**config.mk**
```make
export PLATFORM = sky130hd
export DESIGN_NAME = gpio_ports
export DESIGN_NICKNAME = d
export VERILOG_FILES = /design/src/rtl/pin_slice.v /design/src/rtl/gpio_ports.v
export VERILOG_INCLUDE_DIRS = /design/src /design/src/inc
export SDC_FILE = /design/constraint.sdc
export NUM_CORES = 1
export LEC_CHECK = 0
export ABC_AREA = 1
export BUFFER_PORTS_ARGS = -buffer_cell sky130_fd_sc_hd__buf_4
export CORE_MARGIN = 4
export CORE_UTILIZATION = 55
export CTS_CLUSTER_DIAMETER = 150
export DETAILED_ROUTE_END_ITERATION = 7
export PLACE_DENSITY_LB_ADDON = 0.12
export SETUP_SLACK_MARGIN = 0.5
export SLEW_MARGIN = 15
export SYNTH_ARGS = -nofsm -noshare
export SYNTH_HDL_FRONTEND = slang
export SYNTH_SLANG_ARGS = --single-unit
```
**constraint.sdc**
```tcl
create_clock -name clk -period 4.1 [get_ports clk]
set_input_delay 0.82 -clock clk [delete_from_list [all_inputs] [get_ports clk]]
set_output_delay 0.82 -clock clk [all_outputs]
set_load 0.01 [all_outputs]
```
**src/inc/port_defs.vh**
```
// register map, field positions and reset values of the bidirectional port block
// Contract
// - eight pins, each with its own data latch, direction bit and pullup-enable bit, all read/write
// - reset leaves the data latches unchanged
// - direction bit 1 drives the pin, 0 makes it an input
// - reset clears all eight direction bits, pins come up as inputs
// - output pin reads back its latch value
// - input pin reads back the level on the pin
// - data latch always writable whatever the direction
// - writing an input pin's data only changes the latch, not the read value
// - pullup on only when pullup-enable is 1 and direction is 0
// - pullup drops at once whenever direction selects output
// - pullup-enable 0 keeps pullup off, input floats
// - input-only pin of six-bit port never drives
// - writing six-bit port input data only changes the latch; the code reads input-only pin 2 from its latch while its direction bit is 1
// - six-bit port has six latches, direction and pullup bits alike
// - with external interrupt on, bit 2 of six-bit data reads 0
`ifndef PORT_DEFS_VH
`define PORT_DEFS_VH
`define ADDR_W           4
`define OFF_B_DATA       4'h0
`define OFF_B_DIR        4'h1
`define OFF_B_PULLUP     4'h2
`define OFF_A_DATA       4'h3
`define OFF_A_DIR        4'h4
`define OFF_A_PULLUP     4'h5
`define OFF_A_CTRL       4'h6
`define CTRL_IRQ_EN_BIT  0
`define INPUT_ONLY_BIT   2
`define DIR_RESET        8'h00
`define PULLUP_RESET     8'h00
`define CTRL_RESET       1'b0
`endif

```
**src/rtl/pin_slice.v**
```verilog
// one general-purpose pin: data latch, direction, pullup, synchroniser and read mux
`default_nettype none
module pin_slice #(
  parameter INPUT_ONLY = 0
) (
  input  wire clk,
  input  wire rst,
  input  wire ce,
  input  wire wr_data,
  input  wire wr_dir,
  input  wire wr_pull,
  input  wire wdata,
  input  wire pin_in,
  output wire pin_out,
  output wire pin_oe,
  output wire pullup_en,
  output wire rd_data,
  output wire dir,
  output wire pull
);
  reg latch_q;
  reg dir_q;
  reg pull_q;
  reg sync1_q;
  reg sync2_q;

  // latch has no reset so its contents survive reset
  always @(posedge clk) begin
    if (ce && wr_data) begin
      latch_q <= wdata;
    end
  end

  always @(posedge clk or posedge rst) begin
    if (rst) begin
      dir_q   <= 1'b0;
      pull_q  <= 1'b0;
      sync1_q <= 1'b0;
      sync2_q <= 1'b0;
    end else if (ce) begin
      if (wr_dir) begin
        dir_q <= wdata;
      end
      if (wr_pull) begin
        pull_q <= wdata;
      end
      sync1_q <= pin_in;
      sync2_q <= sync1_q;
    end
  end

  assign pin_out   = latch_q;
  assign pin_oe    = (INPUT_ONLY != 0) ? 1'b0 : dir_q;
  assign pullup_en = pull_q & ~dir_q;
  assign rd_data   = dir_q ? latch_q : sync2_q;
  assign dir       = dir_q;
  assign pull      = pull_q;
endmodule // pin_slice
`default_nettype wire

```
**src/rtl/gpio_ports.v**
```verilog
// two general-purpose ports (eight and six pins) behind an avalon-mm slave
`include "port_defs.vh"
`default_nettype none
module gpio_ports #(
  parameter B_W = 8,
  parameter A_W = 6
) (
  input  wire                 clk,
  input  wire                 rst,
  input  wire                 ce,
  input  wire [`ADDR_W-1:0]   address,
  input  wire                 read,
  input  wire                 write,
  input  wire [31:0]          writedata,
  input  wire [3:0]           byteenable,
  output reg  [31:0]          readdata,
  output wire                 waitrequest,
  input  wire [B_W-1:0]       b_pin_in,
  output wire [B_W-1:0]       b_pin_out,
  output wire [B_W-1:0]       b_pin_oe,
  output wire [B_W-1:0]       b_pullup_en,
  input  wire [A_W-1:0]       a_pin_in,
  output wire [A_W-1:0]       a_pin_out,
  output wire [A_W-1:0]       a_pin_oe,
  output wire [A_W-1:0]       a_pullup_en
);
  reg         ack_q;
  reg         irq_en_q;
  reg  [31:0] rd_d;
  wire        wr_ok;
  wire [B_W-1:0] b_rd;
  wire [B_W-1:0] b_dir;
  wire [B_W-1:0] b_pull;
  wire [A_W-1:0] a_rd;
  wire [A_W-1:0] a_dir;
  wire [A_W-1:0] a_pull;

  wire        wr_b_data;
  wire        wr_b_dir;
  wire        wr_b_pull;
  wire        wr_a_data;
  wire        wr_a_dir;
  wire        wr_a_pull;

  // one wait cycle: a write lands at the edge where waitrequest is seen low
  assign waitrequest = (read | write) & ~ack_q;
  assign wr_ok = ce & write & ack_q & byteenable[0];

  assign wr_b_data = wr_ok && (address == `OFF_B_DATA);
  assign wr_b_dir  = wr_ok && (address == `OFF_B_DIR);
  assign wr_b_pull = wr_ok && (address == `OFF_B_PULLUP);
  assign wr_a_data = wr_ok && (address == `OFF_A_DATA);
  assign wr_a_dir  = wr_ok && (address == `OFF_A_DIR);
  assign wr_a_pull = wr_ok && (address == `OFF_A_PULLUP);

  always @(posedge clk or posedge rst) begin
    if (rst) begin
      ack_q    <= 1'b0;
      irq_en_q <= `CTRL_RESET;
      readdata <= 32'h0000_0000;
    end else if (ce) begin
      ack_q <= (read | write) & ~ack_q;
      if (read & ~ack_q) begin
        readdata <= rd_d;
      end
      if (wr_ok && address == `OFF_A_CTRL) begin
        irq_en_q <= writedata[`CTRL_IRQ_EN_BIT];
      end
    end
  end

  // eight-bit port, one slice per pin (instances assume the default width)
  pin_slice #(
    .INPUT_ONLY (0)
  ) u_b0 (
    .clk       (clk),
    .rst       (rst),
    .ce        (ce),
    .wr_data   (wr_b_data),
    .wr_dir    (wr_b_dir),
    .wr_pull   (wr_b_pull),
    .wdata     (writedata[0]),
    .pin_in    (b_pin_in[0]),
    .pin_out   (b_pin_out[0]),
    .pin_oe    (b_pin_oe[0]),
    .pullup_en (b_pullup_en[0]),
    .rd_data   (b_rd[0]),
    .dir       (b_dir[0]),
    .pull      (b_pull[0])
  );

  pin_slice #(
    .INPUT_ONLY (0)
  ) u_b1 (
    .clk       (clk),
    .rst       (rst),
    .ce        (ce),
    .wr_data   (wr_b_data),
    .wr_dir    (wr_b_dir),
    .wr_pull   (wr_b_pull),
    .wdata     (writedata[1]),
    .pin_in    (b_pin_in[1]),
    .pin_out   (b_pin_out[1]),
    .pin_oe    (b_pin_oe[1]),
    .pullup_en (b_pullup_en[1]),
    .rd_data   (b_rd[1]),
    .dir       (b_dir[1]),
    .pull      (b_pull[1])
  );

  pin_slice #(
    .INPUT_ONLY (0)
  ) u_b2 (
    .clk       (clk),
    .rst       (rst),
    .ce        (ce),
    .wr_data   (wr_b_data),
    .wr_dir    (wr_b_dir),
    .wr_pull   (wr_b_pull),
    .wdata     (writedata[2]),
    .pin_in    (b_pin_in[2]),
    .pin_out   (b_pin_out[2]),
    .pin_oe    (b_pin_oe[2]),
    .pullup_en (b_pullup_en[2]),
    .rd_data   (b_rd[2]),
    .dir       (b_dir[2]),
    .pull      (b_pull[2])
  );

  pin_slice #(
    .INPUT_ONLY (0)
  ) u_b3 (
    .clk       (clk),
    .rst       (rst),
    .ce        (ce),
    .wr_data   (wr_b_data),
    .wr_dir    (wr_b_dir),
    .wr_pull   (wr_b_pull),
    .wdata     (writedata[3]),
    .pin_in    (b_pin_in[3]),
    .pin_out   (b_pin_out[3]),
    .pin_oe    (b_pin_oe[3]),
    .pullup_en (b_pullup_en[3]),
    .rd_data   (b_rd[3]),
    .dir       (b_dir[3]),
    .pull      (b_pull[3])
  );

  pin_slice #(
    .INPUT_ONLY (0)
  ) u_b4 (
    .clk       (clk),
    .rst       (rst),
    .ce        (ce),
    .wr_data   (wr_b_data),
    .wr_dir    (wr_b_dir),
    .wr_pull   (wr_b_pull),
    .wdata     (writedata[4]),
    .pin_in    (b_pin_in[4]),
    .pin_out   (b_pin_out[4]),
    .pin_oe    (b_pin_oe[4]),
    .pullup_en (b_pullup_en[4]),
    .rd_data   (b_rd[4]),
    .dir       (b_dir[4]),
    .pull      (b_pull[4])
  );

  pin_slice #(
    .INPUT_ONLY (0)
  ) u_b5 (
    .clk       (clk),
    .rst       (rst),
    .ce        (ce),
    .wr_data   (wr_b_data),
    .wr_dir    (wr_b_dir),
    .wr_pull   (wr_b_pull),
    .wdata     (writedata[5]),
    .pin_in    (b_pin_in[5]),
    .pin_out   (b_pin_out[5]),
    .pin_oe    (b_pin_oe[5]),
    .pullup_en (b_pullup_en[5]),
    .rd_data   (b_rd[5]),
    .dir       (b_dir[5]),
    .pull      (b_pull[5])
  );

  pin_slice #(
    .INPUT_ONLY (0)
  ) u_b6 (
    .clk       (clk),
    .rst       (rst),
    .ce        (ce),
    .wr_data   (wr_b_data),
    .wr_dir    (wr_b_dir),
    .wr_pull   (wr_b_pull),
    .wdata     (writedata[6]),
    .pin_in    (b_pin_in[6]),
    .pin_out   (b_pin_out[6]),
    .pin_oe    (b_pin_oe[6]),
    .pullup_en (b_pullup_en[6]),
    .rd_data   (b_rd[6]),
    .dir       (b_dir[6]),
    .pull      (b_pull[6])
  );

  pin_slice #(
    .INPUT_ONLY (0)
  ) u_b7 (
    .clk       (clk),
    .rst       (rst),
    .ce        (ce),
    .wr_data   (wr_b_data),
    .wr_dir    (wr_b_dir),
    .wr_pull   (wr_b_pull),
    .wdata     (writedata[7]),
    .pin_in    (b_pin_in[7]),
    .pin_out   (b_pin_out[7]),
    .pin_oe    (b_pin_oe[7]),
    .pullup_en (b_pullup_en[7]),
    .rd_data   (b_rd[7]),
    .dir       (b_dir[7]),
    .pull      (b_pull[7])
  );

  // six-bit port; pin 2 is input only and never drives
  pin_slice #(
    .INPUT_ONLY (0)
  ) u_a0 (
    .clk       (clk),
    .rst       (rst),
    .ce        (ce),
    .wr_data   (wr_a_data),
    .wr_dir    (wr_a_dir),
    .wr_pull   (wr_a_pull),
    .wdata     (writedata[0]),
    .pin_in    (a_pin_in[0]),
    .pin_out   (a_pin_out[0]),
    .pin_oe    (a_pin_oe[0]),
    .pullup_en (a_pullup_en[0]),
    .rd_data   (a_rd[0]),
    .dir       (a_dir[0]),
    .pull      (a_pull[0])
  );

  pin_slice #(
    .INPUT_ONLY (0)
  ) u_a1 (
    .clk       (clk),
    .rst       (rst),
    .ce        (ce),
    .wr_data   (wr_a_data),
    .wr_dir    (wr_a_dir),
    .wr_pull   (wr_a_pull),
    .wdata     (writedata[1]),
    .pin_in    (a_pin_in[1]),
    .pin_out   (a_pin_out[1]),
    .pin_oe    (a_pin_oe[1]),
    .pullup_en (a_pullup_en[1]),
    .rd_data   (a_rd[1]),
    .dir       (a_dir[1]),
    .pull      (a_pull[1])
  );

  pin_slice #(
    .INPUT_ONLY (1)
  ) u_a2 (
    .clk       (clk),
    .rst       (rst),
    .ce        (ce),
    .wr_data   (wr_a_data),
    .wr_dir    (wr_a_dir),
    .wr_pull   (wr_a_pull),
    .wdata     (writedata[2]),
    .pin_in    (a_pin_in[2]),
    .pin_out   (a_pin_out[2]),
    .pin_oe    (a_pin_oe[2]),
    .pullup_en (a_pullup_en[2]),
    .rd_data   (a_rd[2]),
    .dir       (a_dir[2]),
    .pull      (a_pull[2])
  );

  pin_slice #(
    .INPUT_ONLY (0)
  ) u_a3 (
    .clk       (clk),
    .rst       (rst),
    .ce        (ce),
    .wr_data   (wr_a_data),
    .wr_dir    (wr_a_dir),
    .wr_pull   (wr_a_pull),
    .wdata     (writedata[3]),
    .pin_in    (a_pin_in[3]),
    .pin_out   (a_pin_out[3]),
    .pin_oe    (a_pin_oe[3]),
    .pullup_en (a_pullup_en[3]),
    .rd_data   (a_rd[3]),
    .dir       (a_dir[3]),
    .pull      (a_pull[3])
  );

  pin_slice #(
    .INPUT_ONLY (0)
  ) u_a4 (
    .clk       (clk),
    .rst       (rst),
    .ce        (ce),
    .wr_data   (wr_a_data),
    .wr_dir    (wr_a_dir),
    .wr_pull   (wr_a_pull),
    .wdata     (writedata[4]),
    .pin_in    (a_pin_in[4]),
    .pin_out   (a_pin_out[4]),
    .pin_oe    (a_pin_oe[4]),
    .pullup_en (a_pullup_en[4]),
    .rd_data   (a_rd[4]),
    .dir       (a_dir[4]),
    .pull      (a_pull[4])
  );

  pin_slice #(
    .INPUT_ONLY (0)
  ) u_a5 (
    .clk       (clk),
    .rst       (rst),
    .ce        (ce),
    .wr_data   (wr_a_data),
    .wr_dir    (wr_a_dir),
    .wr_pull   (wr_a_pull),
    .wdata     (writedata[5]),
    .pin_in    (a_pin_in[5]),
    .pin_out   (a_pin_out[5]),
    .pin_oe    (a_pin_oe[5]),
    .pullup_en (a_pullup_en[5]),
    .rd_data   (a_rd[5]),
    .dir       (a_dir[5]),
    .pull      (a_pull[5])
  );

  always @* begin
    rd_d = 32'h0000_0000;
    case (address)
      `OFF_B_DATA:   rd_d[B_W-1:0] = b_rd;
      `OFF_B_DIR:    rd_d[B_W-1:0] = b_dir;
      `OFF_B_PULLUP: rd_d[B_W-1:0] = b_pull;
      `OFF_A_DATA: begin
        rd_d[A_W-1:0] = a_rd;
        if (irq_en_q) begin
          rd_d[`INPUT_ONLY_BIT] = 1'b0;
        end
      end
      `OFF_A_DIR:    rd_d[A_W-1:0] = a_dir;
      `OFF_A_PULLUP: rd_d[A_W-1:0] = a_pull;
      `OFF_A_CTRL:   rd_d[0] = irq_en_q;
      default:       rd_d = 32'h0000_0000;
    endcase
  end
endmodule // gpio_ports
`default_nettype wire

```
==> results of run 1 <==
layer usage:
| metal | track usage (%) | wire length [um] |
|---|---|---|
| met4 | 8.89 | 230 |
| met1 | 29.1 | 4060 |
| met5 | 0 | 0 |
| met3 | 2.76 | 479 |
| met2 | 32.9 | 4170 |
worst max-delay path: stages:
cell and delay, ns:
buf_4 0.31, nand4_2 0.49, nor2_1 0.76
path summary, 6_finish.rpt:
kind / startpoint / endpoint / slack (ns)
worst max-delay path: ce / u_b1.pin_out$_DFFE_PP_ / 1.69
worst min-delay path: u_b4.sync1_q$_DFFE_PP0P_ / u_b4.sync1_q$_DFFE_PP0P_ / 0.48
worst max register to register: ack_q$_DFFE_PP0P_ / u_b1.pin_out$_DFFE_PP_ / 2.15
worst min register to register: u_b4.sync1_q$_DFFE_PP0P_ / u_b4.sync1_q$_DFFE_PP0P_ / 0.48
max in group asynchronous: rst / u_b5.dir$_DFFE_PP0P_ / 2.58
min in group asynchronous: rst / u_a5.sync1_q$_DFFE_PP0P_ / 0.61
kinds of logic after synthesis:
kind of cell | count (synthesis)
compound gates | 53
buf+inv | 117
other cells | 1
flops | 80
simple gates | 258
power by group through the flow:
stage / combinational (mW) / clock (mW) / sequential [mW]
after floorplan: 0.244 / 0 / 0.946
after global placement: 0.321 / 0 / 0.954
after detailed placement: 0.328 / 0 / 0.957
after CTS: 0.329 / 0.565 / 0.941
after global routing: 0.369 / 0.601 / 0.951
final: 0.325 / 0.558 / 0.942
synth_stat cells:
cell type	count
buf_2	2
nor2_2	2
inv_2	2
clkbuf_1	7
edfxtp_1	14
o21ai_2	6
dfrtp_1	66
inv_1	36
nand4_2	1
buf_6	3
nor2_1	36
conb_1	1
nand2_4	1
nor3_1	1
o211ai_1	1
nor2_4	7
buf_4	67
nand3_1	26
nand2_1	174
nand2_2	10
a21oi_1	7
o21ai_0	39
per-stage QoR:
| stage | setup WS (ns) | instance area (um2) |
|---|---|---|
| finish | 1.69 | 4630 |
| detailed placement | 1.29 | 4450 |
| floorplan | 1.63 | 4270 |
| global placement | 1.31 | 4450 |
| CTS | 1.65 | 4630 |
| global route | 1.50 | 4630 |
layout make-up:
type	count	area [um2]	area share, %
Clock buffer	9	124	2.67
Clock inverter	7	62.6	1.35
Inverter	38	143	3.08
Multi-Input combinational cell	336	1490	32.1
Sequential cell	80	2070	44.7
Tap cell	99	124	2.67
Timing Repair Buffer	83	623	13.4
==> summary.txt, run 1 <==
Status
  • Outcome: complete, no violations

Timing
  • Fmax: roughly 0.42 GHz
  • Minimum clock period: ~2.4 ns
  • Setup violators final: 0
  • Tcrit/Tclk final: between 50 and 60%
  • Pin slew with the least headroom to its limit: around 0.77 ns
  • RSZ-0062 raised after global routing: false
  • Final Hold Viols: 0
  • Setup TNS Final: 0 ns
  • Clock skew: between 0.009 and 0.01 ns
  • Hold slack: 0.475 ns
  • Slew Limit Fails: 0
  • Max_slew headroom: between 40% and 50%

CTS
  • Clock Sinks: 80
  • CTS tree: done
  • Worst skew pair latency: roughly 0.35 ns
  • Clock Path Buffers: 2
  • Postcts setup bufs: 0
  • CTS Buf Count: 9
  • Cts hold-fix bufs: 0
  • PostCTS Resize Cnt: 0
  • Clk root buf: clkbuf_8
  • H-tree depth: 3
  • Clk pin slew, worst setup/hold paths: roughly 0.08 ns

Layout
  • Layout cell share with drive strength beyond 1: around 23%
  • Final std cells w/o fill: approximately 650
  • Max reg flops: 8
  • Commonest non-fill, non-tap cell in the layout: nand2_1
  • Filler cells: 650
  • Commonest non-fill, non-tap cells in the layout: nand2_1, buf_4, dfrtp_1
  • Largest register by flop count: readdata
  • Synth-to-layout area growth: 10.8%
  • Layout Utilization: between 60% and 70%
  • ANT cells: 0
  • Total Nets Final: 607

Logic synthesis
  • Synth Area in XOR/XNOR: 0%
  • Area leader, netlist: dfrtp_1
  • Cells after Synth: ~510
  • Avg Cell Area, Syn: 8.22 um2
  • YS warnings: 0
  • Register bit total from synthesis: 80
  • Yosys top cell area share: 39.5%
  • Adder-Cell Fraction of Synth Area: 0%
  • Largest family of logic cells by synthesized area: simple AND/OR/NAND/NOR gates
  • Synth top area cells: dfrtp_1, nand2_1, buf_4
  • Compound-Gate Fraction of Synth Area: around 6.9%
  • Register area share after synthesis: 49.5%
  • Mux cell area share after synthesis: 0%
  • Cell Area, Synth: 0.00418 mm2
  • Simple-gate share of the synthesized area: between 20% and 30%
  • Netlist cell types: 22

Floorplan
  • Starting Density: a little under three fifths
  • Core area: roughly 0.0073 mm2
  • Die H: ~95 um
  • Placement Rows: 31
  • Die area: roughly 0.0091 mm2
  • I/O pin total: around 130
  • Die W: roughly 95 um

Pwr
  • Power Total: 1.82 mW
  • Sequential fraction of design power: 51.6%
  • Peak supply drop: 0.274 mV
  • Switching Share: between 20% and 30%
  • Comb pwr share: approximately 18%
  • Power Density: between 300 and 400 mW/mm2
  • NetSw: ~0.53 mW
  • Lkg Pwr: between 2 and 2.5 nW
  • Clock power frac: 30.6%
  • Internal power: between 1 and 1.5 mW

Detailed routing
  • DRC: 0
  • First-pass iteration count of the detailed router: 4
  • ANT nets after route: 0
  • Total wire length: 8.94 mm
  • Via count: slightly above 3000
  • Vias per inst: around 4.8
  • Initial DRC count: around 140
  • Avg WL per Cell: roughly 14 um

GRT
  • Grt ovf: 0
  • First-pass GRT wire length: ~14 mm
  • Initial antenna violation count: 0
  • Largest net degree at the start of global routing: 40
  • Tot GR Track Use: between 20% and 30%
  • Vias in the first global route: around 3000

Setup path
  • Crit Path Class: primary input to flip-flop
  • CP endpoint kind: flip-flop
  • R2r worst-path depth: 2
  • Critical Path Start Type: primary input
  • WP data arrival: between 2 and 2.5 ns
  • Req. time, crit path: around 4.1 ns
  • CP max FO: 39

Run
  • MaxCap Viol Count: 0

Placement
  • Placed Cells: between 600 and 700
  • Number of I/O port buffers: 81
  • Routability Congestion: between 0.8 and 0.9
  • Hpwl dp: approximately 6.6 mm

Min path
  • WHS Path Cells: 2
  • Tightest Hold Check Type: flip-flop to flip-flop
(Power assumes the default switching activity.)
==> run 2, diff against run 1 <==
ABC_AREA = 0   (was 1)
CORE_UTILIZATION = 46   (was 55)
clock period = 2.12 ns   (was 4.1 ns; I/O delays follow)
==> summary.txt, run 2 <==
GRT
  • First-pass GRT wire length: 13.4 mm (was 14.4 mm)
  • Busiest grt layer: met2 (unchanged)
  • GR Util met1: 23.4% (was 29.1%)
  • Met2 Resource Use GR: 26.5% (was 32.9%)
  • Vias in the first global route: 2541 (was 3010)
  • M3 GR Usage: 4.44% (was 2.76%)
  • Grt ovf: 0 (unchanged)
  • Largest net degree at the start of global routing: 67 (was 40)
  • Tot GR Track Use: 17.0% (was 20.9%)
  • Initial antenna violation count: 0 (unchanged)

Logic synthesis
  • Yosys top cell area share: 40.3% (was 39.5%)
  • EDFF count, synth: 14 (unchanged)
  • Asr flop ratio synth: 82.5% (unchanged)
  • Avg Cell Area, Syn: 12.2 um2 (was 8.22 um2)
  • YS warnings: 0 (unchanged)
  • Register area share after synthesis: 50.6% (was 49.5%)
  • Area leader, netlist: dfrtp_1 (unchanged)
  • Primary FF master, synth: dfrtp_1 (unchanged)
  • Register bit total from synthesis: 80 (unchanged)
  • Synth top area cells: dfrtp_1, mux2_2, buf_4 (was dfrtp_1, nand2_1, buf_4)
  • Post-synth top cells: buf_4, dfrtp_1, mux2_2, nor2b_1, edfxtp_1 (was nand2_1, buf_4, dfrtp_1, o21ai_0)
  • Cell Area, Synth: 0.00410 mm2 (was 0.00418 mm2)
  • Cells after Synth: 335 (was 509)
  • Netlist cell types: 46 (was 22)

CTS
  • CTS tree: done (unchanged)
  • Worst skew pair latency: 0.35 ns (about the same)
  • H-tree depth: 3 (unchanged)
  • Clk root buf: clkbuf_8 (unchanged)
  • Cts hold-fix bufs: 0 (unchanged)
  • CTS Buf Count: 9 (unchanged)
  • Clock Sinks: 80 (unchanged)
  • Clk pin slew, worst setup/hold paths: 0.08 ns (about the same)
  • Clock Path Buffers: 2 (unchanged)

Detailed routing
  • First-pass iteration count of the detailed router: 4 (unchanged)
  • DRC: 0 (unchanged)
  • ANT nets after route: 0 (unchanged)
  • Vias per inst: 5.16 (was 4.77)
  • Total wire length: 8.68 mm (was 8.94 mm)
  • Initial DRC count: 103 (was 143)
  • Avg WL per Cell: 17.2 um (was 13.7 um)
  • Via count: 2607 (was 3108)

Min path
  • Tightest Hold Check Type: primary input to async pin (was flip-flop to flip-flop)

Timing
  • Max_slew headroom: 66.4% (was 48.7%)
  • Setup TNS Final: 0 ns (unchanged)
  • Minimum clock period: around 1.6 ns
  • Final Hold Viols: 0 (unchanged)
  • Tcrit/Tclk final: between 70 and 80%
  • Pin slew with the least headroom to its limit: 0.503 ns (was 0.768 ns)
  • RSZ-0062 raised after global routing: true (was false)
  • Fmax: around 0.62 GHz
  • Slew Limit Fails: 0 (unchanged)
  • Clock skew: 0.0115 ns (was 0.00994 ns)
  • Setup violators final: 0 (unchanged)

Layout
  • Commonest non-fill, non-tap cells in the layout: buf_4, dfrtp_1, mux2_2 (was nand2_1, buf_4, dfrtp_1)
  • Total Nets Final: 451 (was 607)
  • Final Cell Area: 0.00486 mm2 (was 0.00463 mm2)
  • Max reg flops: 8 (unchanged)
  • Synth-to-layout area growth: 18.6% (was 10.8%)
  • Layout Utilization: 56.0% (was 63.2%)
  • Largest register by flop count: readdata (unchanged)
  • Commonest non-fill, non-tap cell in the layout: buf_4 (was nand2_1)
  • Layout cell share with drive strength beyond 1: 47.1% (was 23.1%)
  • ANT cells: 0 (unchanged)

Status
  • Outcome: complete, no violations (unchanged)

Setup path
  • Crit-path slowest cell: dfrtp_1 (was nor2_1)
  • Critical Path Start Type: flip-flop (was primary input)
  • CP max FO: 5 (was 39)
  • Cells along the critical path: nand4_1, or2_4, nor3_4, buf_6, mux2_4 (was buf_4, nand4_2, nor2_1)
  • WP data arrival: 1.83 ns (was 2.39 ns)
  • CP endpoint kind: flip-flop (unchanged)
  • Setup crit start: ack_q$_DFFE_PP0P_ (was ce)
  • Crit Path Class: flip-flop to flip-flop (was primary input to flip-flop)
  • Req. time, crit path: 2.35 ns (was 4.08 ns)
  • R2R Path Start: ack_q$_DFFE_PP0P_ (unchanged)
  • Worst path max stage delay: 0.39 ns (was 0.76 ns)

Floorplan
  • Die H: 102 um (was 95.2 um)
  • Die W: 102 um (was 95.2 um)
  • Starting Density: 47.2% (was 57.1%)
  • Placement Rows: 34 (was 31)
  • Die area: 0.0105 mm2 (was 0.00906 mm2)
  • I/O pin total: 134 (unchanged)
  • Core area: 0.00868 mm2 (was 0.00733 mm2)

Pwr
  • Peak supply drop: 0.372 mV (was 0.274 mV)
  • Lkg Pwr: 2.21 nW (was 2.43 nW)
  • Power Density: 776 mW/mm2 (was 394 mW/mm2)

Placement
  • Hpwl dp: 6.32 mm (was 6.59 mm)
  • Post-place instance area: 0.00451 mm2 (was 0.00445 mm2)
  • Routability Congestion: 0.867 (was 0.860)
  • Number of I/O port buffers: 81 (unchanged)

Run
  • MaxCap Viol Count: 0 (unchanged)
-- run 2: layout make-up --
class,count,area (um2)
Clock inverter,4,73.8
Clock buffer,12,166
Timing Repair Buffer,98,793
Sequential cell,80,2070
Inverter,2,11.3
Tap cell,108,135
Multi-Input combinational cell,201,1610
Fill cell,760,3820
-- run 2: repair_timing --
item,in CTS,in global routing
gates resized for setup,1,8
hold endpoints to repair,0,0
pin swaps,3,5
setup buffers,5,2
setup endpoints to repair,12,14
-- run 2: logic make-up after synthesis --
group	share of synthesized area [%]
compound gates	5.04
buf+inv	13.5
other cells	0.0916
flops	50.6
mux	20.2
simple gates	10.6
-- run 2: layer usage --
layer / part of all wire [%] / vias up
li1: - / 1218
met2: 47 / 89
met3: 6.6 / 11
met5: 0 / -
met4: 1.2 / 0
met1: 45 / 1289
-- run 2: through the flow --
stage	std cells	hold slack, ns	setup slack (ns)	power, mW
CTS	503	0.167	0.507	3.81
detailed placement	482	0.483	0.159	2.48
floorplan	359	0.473	0.486	2.31
global route	505	0.176	0.404	3.97
finish	505	0.165	0.511	3.77
global placement	482	0.474	0.173	2.47
-- run 2: critical path: cells and delay by family, from the launching register on --
family	cells	cell delay, ns
flops	1	0.39
simple gates	3	0.65
buf+inv	1	0.16
mux	1	0.29
-- run 2: where the power goes --
part / total (mW) / internal (mW) / switching, mW / leakage, nW
Combinational: 0.634 / 0.354 / 0.281 / 1.13
Clock: 1.30 / 0.768 / 0.536 / 0.118
Sequential: 1.83 / 1.71 / 0.119 / 0.971
-- run 2: worst paths after layout --
check,endpoint,slack (ns),cells after the start
worst max-delay path,u_a5.dir$_DFFE_PP0P_,0.51,5
worst min-delay path,u_a0.sync1_q$_DFFE_PP0P_,0.16,3
worst max register to register,u_a5.dir$_DFFE_PP0P_,0.51,5
worst min register to register,readdata[6]$_DFFE_PP0P_,0.49,2
max in group asynchronous,u_b1.dir$_DFFE_PP0P_,1.65,3
min in group clk,u_b6.pin_out$_DFFE_PP_,0.27,1
